`config.mk`:
```
export PLATFORM = sky130hd
export DESIGN_NAME = cwr_config_reset
export DESIGN_NICKNAME = d
export VERILOG_FILES = /design/src/cwr_pkg.sv /design/src/cwr_config_reset.sv
export SDC_FILE = /design/constraint.sdc
export NUM_CORES = 1
export LEC_CHECK = 0
export BUFFER_PORTS_ARGS = -buffer_cell sky130_fd_sc_hd__buf_2
export CORE_UTILIZATION = 50
export DETAILED_ROUTE_END_ITERATION = 6
export HOLD_SLACK_MARGIN = 0.02
export PLACE_DENSITY = 0.8
export SYNTH_ARGS = -nofsm -noshare
export SYNTH_HDL_FRONTEND = slang
export SYNTH_SLANG_ARGS = --single-unit
```
`constraint.sdc`:
```
create_clock -name CLK_IN -period 2.8 [get_ports CLK_IN]
set_input_delay 0.56 -clock CLK_IN [delete_from_list [all_inputs] [get_ports CLK_IN]]
set_output_delay 0.56 -clock CLK_IN [all_outputs]
set_load 0.02 [all_outputs]
```
`src/cwr_pkg.sv`:
```
package cwr_pkg;

  // Configuration word geometry
  localparam int          CFG_W         = 14;
  localparam logic [13:0] CFG_ADDR      = 14'h2007;
  localparam logic [13:0] CFG_ERASED    = 14'h3FFF;
  localparam logic [13:0] CFG_FORCE_ONE = 14'h0080;
  localparam int          BIT_OSC_LO    = 0;
  localparam int          BIT_OSC_HI    = 1;
  localparam int          BIT_WDT_EN    = 2;
  localparam int          BIT_POWERUP_DELAY_TIMER_EN_N = 3;
  localparam int          BIT_PAIR0_LO  = 4;
  localparam int          BIT_BOR_EN    = 6;
  localparam int          BIT_PAIR1_LO  = 8;
  localparam int          BIT_PAIR2_LO  = 10;
  localparam int          BIT_PAIR3_LO  = 12;

  // Oscillator select codes
  localparam logic [1:0] OSC_LOW_POWER   = 2'h0;
  localparam logic [1:0] OSC_STD_CRYSTAL = 2'h1;
  localparam logic [1:0] OSC_HIGH_SPEED  = 2'h2;
  localparam logic [1:0] OSC_RES_CAP     = 2'h3;

  // Code protection levels, same code as a protect pair
  localparam logic [1:0] PROT_ALL     = 2'h0;
  localparam logic [1:0] PROT_UPPER34 = 2'h1;
  localparam logic [1:0] PROT_UPPER12 = 2'h2;
  localparam logic [1:0] PROT_NONE    = 2'h3;

  // Timing
  localparam int CLK_KHZ              = 125000;
  localparam int POWERUP_DELAY_MS     = 72;
  localparam int POWERUP_DELAY_CYCLES = POWERUP_DELAY_MS * CLK_KHZ;
  localparam int OSC_STARTUP_CYCLES   = 1024;
  localparam int WDT_TIMEOUT_TICKS    = 256;
  localparam int CNT_W                = 24;
  localparam int WDT_W                = 16;

  // Synchroniser bus layout and reset value (external reset idle high)
  localparam int          SYNC_W   = 34;
  localparam logic [33:0] SYNC_RST = 34'h0_0000_0002;

  typedef struct packed {
    logic [1:0] protect;
    logic       bor_en;
    logic       powerup_delay_timer_en;
    logic       wdt_en;
    logic [1:0] osc_mode;
  } cwr_cfg_t;

  typedef struct packed {
    logic        prog_mode;
    logic        prog_wr;
    logic        prog_rd;
    logic [13:0] prog_addr;
    logic [13:0] prog_data;
    logic        brownout;
    logic        ext_resetn;
    logic        wdt_osc;
  } cwr_pins_t;

  typedef enum logic [2:0] {
    ST_POR,
    ST_POWERUP_DELAY_TIMER,
    ST_OST,
    ST_RUN,
    ST_SLEEP,
    ST_HOLD
  } cwr_state_t;

endpackage

```
`src/cwr_config_reset.sv`:
```
`timescale 1ns/1ps
`default_nettype none
module cwr_config_reset
  import cwr_pkg::*;
#(
  parameter int POWERUP_CYCLES = POWERUP_DELAY_CYCLES,
  parameter int OST_CYCLES     = OSC_STARTUP_CYCLES,
  parameter int WDT_TICKS      = WDT_TIMEOUT_TICKS
) (
  input  wire logic        CLK_IN,
  input  wire logic        RESETN_IN,
  input  wire logic        PROG_MODE_IN,
  input  wire logic        PROG_WR_IN,
  input  wire logic        PROG_RD_IN,
  input  wire logic [13:0] PROG_ADDR_IN,
  input  wire logic [13:0] PROG_WDATA_IN,
  input  wire logic        BROWNOUT_IN,
  input  wire logic        EXT_RESETN_IN,
  input  wire logic        WDT_OSC_IN,
  input  wire logic        SLEEP_REQ_IN,
  input  wire logic        WDT_CLEAR_IN,
  input  wire logic        INTERRUPT_IN,
  output var  logic [13:0] PROG_RDATA_OUT,
  output var  logic        CORE_RESET_OUT,
  output var  logic        SLEEP_OUT,
  output var  logic        WAKE_OUT,
  output var  logic        WDT_TIMEOUT_OUT,
  output var  logic [1:0]  OSC_MODE_OUT,
  output var  logic [1:0]  PROTECT_LEVEL_OUT,
  output var  logic        BROWNOUT_EN_OUT,
  output var  logic        WDT_EN_OUT
);

  // Erased bits read 1, so each enable below is keyed on the raw level, except the power-up delay timer's, which is keyed on the inverted bit 3
  function automatic cwr_cfg_t decode_cfg(input logic [13:0] w);
    cwr_cfg_t   d;
    logic [1:0] p0;
    p0 = w[BIT_PAIR0_LO +: 2];
    d.protect = PROT_NONE;
    // Mixed pairs select no scheme, so nothing is protected
    if (w[BIT_PAIR1_LO +: 2] == p0 && w[BIT_PAIR2_LO +: 2] == p0 &&
        w[BIT_PAIR3_LO +: 2] == p0) begin
      d.protect = p0;
    end
    d.bor_en   = w[BIT_BOR_EN];
    d.powerup_delay_timer_en  = ~w[BIT_POWERUP_DELAY_TIMER_EN_N];
    d.wdt_en   = w[BIT_WDT_EN];
    d.osc_mode = {w[BIT_OSC_HI], w[BIT_OSC_LO]};
    return d;
  endfunction

  function automatic logic is_crystal(input logic [1:0] m);
    return m != OSC_RES_CAP;
  endfunction

  // Pin synchronisers
  logic [SYNC_W-1:0] sync1_reg;
  logic [SYNC_W-1:0] sync2_reg;
  logic [SYNC_W-1:0] sync1_next;
  logic [SYNC_W-1:0] sync2_next;
  logic              wr_prev_reg;
  logic              osc_prev_reg;
  logic              wr_prev_next;
  logic              osc_prev_next;
  cwr_pins_t         pins;

  always_comb begin
    sync1_next    = {PROG_MODE_IN, PROG_WR_IN, PROG_RD_IN, PROG_ADDR_IN,
                     PROG_WDATA_IN, BROWNOUT_IN, EXT_RESETN_IN, WDT_OSC_IN};
    sync2_next    = sync1_reg;
    pins          = cwr_pins_t'(sync2_reg);
    wr_prev_next  = pins.prog_wr;
    osc_prev_next = pins.wdt_osc;
  end

  always_ff @(posedge CLK_IN or negedge RESETN_IN) begin
    if (!RESETN_IN) begin
      sync1_reg    <= SYNC_RST;
      sync2_reg    <= SYNC_RST;
      wr_prev_reg  <= 1'b0;
      osc_prev_reg <= 1'b0;
    end else begin
      sync1_reg    <= sync1_next;
      sync2_reg    <= sync2_next;
      wr_prev_reg  <= wr_prev_next;
      osc_prev_reg <= osc_prev_next;
    end
  end

  logic wr_rise;
  logic osc_tick;
  logic addr_hit;
  assign wr_rise  = pins.prog_wr & ~wr_prev_reg;
  assign osc_tick = pins.wdt_osc & ~osc_prev_reg;
  assign addr_hit = pins.prog_mode && pins.prog_addr == CFG_ADDR;

  // Configuration word store, an EPROM: programming only clears bits
  logic [13:0] cfg_reg;
  logic [13:0] cfg_next;
  logic [13:0] rdata_next;
  cwr_cfg_t    dec;

  always_comb begin
    cfg_next   = cfg_reg;
    rdata_next = 14'h0000;
    if (addr_hit && wr_rise) begin
      cfg_next = (cfg_reg & pins.prog_data) | CFG_FORCE_ONE;
    end
    if (addr_hit && pins.prog_rd) begin
      rdata_next = cfg_reg | CFG_FORCE_ONE;
    end
    dec = decode_cfg(cfg_reg);
  end

  always_ff @(posedge CLK_IN or negedge RESETN_IN) begin
    if (!RESETN_IN) begin
      cfg_reg        <= CFG_ERASED;
      PROG_RDATA_OUT <= 14'h0000;
    end else begin
      cfg_reg        <= cfg_next;
      PROG_RDATA_OUT <= rdata_next;
    end
  end

  // Watchdog: no core input can stop it, only the enable bit
  logic [WDT_W-1:0] wdt_cnt_reg;
  logic [WDT_W-1:0] wdt_cnt_next;
  logic             wdt_to_next;
  cwr_state_t       state_reg;

  always_comb begin
    wdt_cnt_next = wdt_cnt_reg;
    wdt_to_next  = 1'b0;
    if (!dec.wdt_en) begin
      wdt_cnt_next = '0;
    end else if (WDT_CLEAR_IN ||
                 (state_reg == ST_RUN && SLEEP_REQ_IN)) begin
      wdt_cnt_next = '0;
    end else if (osc_tick) begin
      if (wdt_cnt_reg == WDT_W'(WDT_TICKS - 1)) begin
        wdt_cnt_next = '0;
        wdt_to_next  = 1'b1;
      end else begin
        wdt_cnt_next = wdt_cnt_reg + 1'b1;
      end
    end
  end

  always_ff @(posedge CLK_IN or negedge RESETN_IN) begin
    if (!RESETN_IN) begin
      wdt_cnt_reg     <= '0;
      WDT_TIMEOUT_OUT <= 1'b0;
    end else begin
      wdt_cnt_reg     <= wdt_cnt_next;
      WDT_TIMEOUT_OUT <= wdt_to_next;
    end
  end

  // Reset and sleep sequencer
  cwr_state_t       state_next;
  logic [CNT_W-1:0] cnt_reg;
  logic [CNT_W-1:0] cnt_next;
  logic             wake_next;
  logic             bor_hit;
  logic             powerup_delay_timer_active;

  always_comb begin
    state_next = state_reg;
    cnt_next   = cnt_reg + 1'b1;
    wake_next  = 1'b0;
    bor_hit     = pins.brownout && dec.bor_en;
    // Brown-out reset forces the power-up delay whatever its own bit says
    powerup_delay_timer_active = dec.powerup_delay_timer_en || dec.bor_en;
    case (state_reg)
      ST_POR: begin
        cnt_next = '0;
        if (powerup_delay_timer_active) begin
          state_next = ST_POWERUP_DELAY_TIMER;
        end else if (is_crystal(dec.osc_mode)) begin
          state_next = ST_OST;
        end else begin
          state_next = ST_RUN;
        end
      end
      ST_POWERUP_DELAY_TIMER: begin
        if (cnt_reg == CNT_W'(POWERUP_CYCLES - 1)) begin
          cnt_next   = '0;
          state_next = is_crystal(dec.osc_mode) ? ST_OST : ST_RUN;
        end
      end
      ST_OST: begin
        if (cnt_reg == CNT_W'(OST_CYCLES - 1)) begin
          state_next = ST_RUN;
        end
      end
      ST_RUN: begin
        if (wdt_to_next) begin
          state_next = ST_HOLD;
        end else if (SLEEP_REQ_IN) begin
          state_next = ST_SLEEP;
        end
      end
      ST_SLEEP: begin
        cnt_next = '0;
        // Oscillator was stopped, so a crystal must settle again
        if (INTERRUPT_IN || wdt_to_next) begin
          wake_next  = 1'b1;
          state_next = is_crystal(dec.osc_mode) ? ST_OST : ST_RUN;
        end
      end
      ST_HOLD: begin
        if (pins.ext_resetn) begin
          state_next = ST_RUN;
        end
      end
      default: begin
        state_next = ST_POR;
      end
    endcase
    // External reset outranks everything except brown-out
    if (!pins.ext_resetn) begin
      wake_next  = (state_reg == ST_SLEEP);
      state_next = ST_HOLD;
    end
    if (bor_hit) begin
      wake_next  = 1'b0;
      state_next = ST_POR;
    end
  end

  always_ff @(posedge CLK_IN or negedge RESETN_IN) begin
    if (!RESETN_IN) begin
      state_reg         <= ST_POR;
      cnt_reg           <= '0;
      CORE_RESET_OUT    <= 1'b1;
      SLEEP_OUT         <= 1'b0;
      WAKE_OUT          <= 1'b0;
      OSC_MODE_OUT      <= OSC_RES_CAP;
      PROTECT_LEVEL_OUT <= PROT_NONE;
      BROWNOUT_EN_OUT   <= 1'b1;
      WDT_EN_OUT        <= 1'b1;
    end else begin
      state_reg         <= state_next;
      cnt_reg           <= cnt_next;
      CORE_RESET_OUT    <= state_next != ST_RUN && state_next != ST_SLEEP;
      SLEEP_OUT         <= state_next == ST_SLEEP;
      WAKE_OUT          <= wake_next;
      OSC_MODE_OUT      <= dec.osc_mode;
      PROTECT_LEVEL_OUT <= dec.protect;
      BROWNOUT_EN_OUT   <= dec.bor_en;
      WDT_EN_OUT        <= dec.wdt_en;
    end
  end
endmodule
`default_nettype wire

```
==> metrics.md <==
| Metric | Value |
|---|---|
| Status | `finished clean` |
| CP startpoint kind | `register` |
| H-tree levels | `4` |
| Total GRT Usage | `0.1917` |
| Vias after detailed routing | `3376` |
| GP Congestion | `0.8517` |
| DP Wirelength | `6451 µm` |
| Worst skew pair latency | `0.51 ns` |
| HP Class | `in2async` |
| Slew HR | `0.4930` |
| Final-report setup violation count | `0` |
| Post-synthesis sequential area ratio | `0.6933` |
| Predominant post-synthesis flop cell | `dfrtp_1` |
| Worst-path clk slew | `0.06 ns` |
| Final Cycle Share | `0.8208` |
| Post-synth cell types | `56` |
| Post-synth EDFFs | `0` |
| GRT Residual Overflow | `0` |
| Crit path buf inv count | `0` |
| Layout cells sized above 1 | `0.2619` |
| Post-synthesis async set-or-reset flop share | `1.000` |
| Post-Route Setup TNS | `0 ns` |
| Cell taking the most area after synthesis | `dfrtp_1` |
| Synth Instances | `415` |
| P_leak | `2.957 nW` |
| IO Count | `63` |
| CP max stage cell | `nor2_1` |
| Critical path's top delay family | `simple AND/OR/NAND/NOR gates` |
| Worst-margin pin slew | `0.7577 ns` |
| Fillcell total | `819` |
| CTS root buf | `clkbuf_8` |
| RSZ-0062 raised after global routing | `no` |
| Layout area overhead | `19.81%` |
| Pre-antenna DRT Iters | `4` |
| Port buffer count | `61` |
| Top-area cell type share of the netlist area | `0.5859` |
| Yosys warns | `0` |
| Clk buf depth | `2` |
| Synthesized net count | `456` |
| Largest net degree at the start of global routing | `71` |
| Initial Utilization | `0.5189` |
| Setup Fix Bufs, Post-CTS | `0` |
| Avg Inst Size Synth | `12.97 µm²` |
| Total CTS buffers | `17` |
| Num rows | `37` |
| CP Data Arrival Time | `2.68 ns` |
| ANT nets after route | `0` |
| P per Cell Area | `725.5 nW/µm²` |
| N_diodes | `0` |
| Crit path kind | `reg2reg` |
| Post-Route WL | `9811 µm` |
| Global-route wire length before repair | `16350 µm` |
| DRC viols | `0` |
| Fin crit period | `2.298 ns` |
| Post-cts sizing count | `0` |
| Hold_buf cts | `0` |
| Top post-synthesis cells by area | `dfrtp_1, dfstp_2, nor2_1` |
| Fin. max-slew vios | `0` |
| Crit-path max cell delay | `0.63 ns` |
| Die ar. | `11180 µm²` |
| Final std cell area, no fill | `6447 µm²` |
| Vias in the first global route | `3385` |
| Max FO, Critical Path | `12` |
| Critical Path Sink Type | `register` |
| DR WL/cell | `15.33 µm` |
| First DRT Iteration DRCs | `213` |
| Layout Skew | `0.007441 ns` |
| Chip height | `105.7 µm` |
| Final net count | `532` |
| Clk sink count | `148` |
| Max cap viols | `0` |
| Initial antenna violation count | `0` |
| Core ar. | `10370 µm²` |
| Placed Area | `5884 µm²` |
| Fin util | `0.6217` |
| Worst endpoint required time | `3.18 ns` |
| DIE WIDTH | `105.7 µm` |
| Final-report hold violation count | `0` |
| Pwr Total | `4.677 mW` |
| CTS tree | `built` |
| DR vias/cell | `5.275` |
| Post-Syn Area | `5381 µm²` |
| Fmax | `435.1 MHz` |
| Peak VDD IR | `0.6132 mV` |
| Cell Chain, Critical Path | `nor2b_4 > a311o_1 > nor2_1 > o21ai_0 > o41ai_1` |
| Number of synthesized register bits | `148` |
metal layers:
metal	up-vias	global-route usage	wire (µm)
met3	17	0.04143	258
met1	1694	0.2372	4357
met4	0	0.07341	159
li1	1599	-	-
met2	66	0.3296	5035
met5	-	0	0
cell usage after synthesis (3+ instances only):
| library cell | instances |
|---|---|
| nand3_1 | 13 |
| dfstp_2 | 22 |
| and2_1 | 14 |
| o31ai_1 | 3 |
| nor4_1 | 9 |
| nor3_1 | 7 |
| and3_1 | 10 |
| dfrtp_1 | 126 |
| xnor2_1 | 8 |
| clkbuf_1 | 5 |
| nor2_1 | 46 |
| and4_1 | 3 |
| o21a_1 | 11 |
| o21ai_0 | 18 |
| buf_2 | 3 |
| nor2b_1 | 4 |
| nand4_1 | 11 |
| nand2b_1 | 6 |
| inv_1 | 4 |
| xor2_1 | 17 |
| a21oi_1 | 4 |
| nand2_1 | 29 |
cell usage in the layout (no fill, tap or decap), types with 3 or more instances in the layout:
cell       netlist  layout
nand3_1         13      13
inv_1            4       4
o31ai_1          3       3
nand2_1         29      29
and4_1           3       3
clkinv_4         0       5
and2_1          14      14
nand4_1         11      11
clkbuf_16        0      16
nor2b_1          4       4
o21ai_0         18      18
nand2b_1         6       6
nor3_1           7       7
xor2_1          17      17
nor2_1          46      46
dfstp_2         22      22
nor4_1           9       9
buf_2            3      60
a21oi_1          4       4
inv_6            0       4
dfrtp_1        126     126
and3_1          10      10
o21a_1          11      11
xnor2_1          8       8
power by group:
part / internal (mW) / switching [mW] / total (mW)
combinational: 0.109 / 0.149 / 0.258
sequential: 2.24 / 0.0754 / 2.31
clock: 1.20 / 0.903 / 2.11
stage by stage:
stage                     cells  setup slack, ns  hold WS [ns]
after CTS                   640           0.4891       0.03533
after global routing        640           0.4221       0.07103
after global placement      608           0.7016        0.3323
final                       640           0.5017       0.02774
after floorplan             415            1.038        0.2644
after detailed placement    608           0.5669        0.3347
layout make-up:
type                    count  area [µm²]  area share
clock buffers              17       414.1     0.06423
multi-input cells         255        1602      0.2484
repair buffers             65       366.6     0.05686
clock inverters            15       148.9     0.02309
flip-flops and latches    148        3731      0.5787
well taps                 136       170.2     0.02639
inverters                   4       15.01    0.002329
cells by family after synthesis:
| family | share of synthesized area |
|---|---|
| buffers and inverters | 0.009066 |
| adder cells (fa/ha/maj) | 0.004649 |
| flip-flops | 0.6933 |
| multiplexers | 0.001860 |
| AO/OA/AOI/OAI | 0.08045 |
| AND/OR/NAND/NOR | 0.1700 |
| XOR/XNOR | 0.04069 |
final timing paths:
check / from / endpoint / slack, ns / cells past startpoint
max: state_reg[0] / wdt_cnt_reg[5] / 0.50 / 5
max reg2reg: state_reg[0] / wdt_cnt_reg[5] / 0.50 / 5
min reg2reg: sync1_reg[0] / pins[0] / 0.35 / 0
max in group asynchronous: RESETN_IN / cfg_reg[6] / 2.03 / 2
min in group CLK_IN: EXT_RESETN_IN / sync1_reg[1] / 0.15 / 1
min: RESETN_IN / pins[15] / 0.03 / 1
Power figures use the tool's default switching activity.
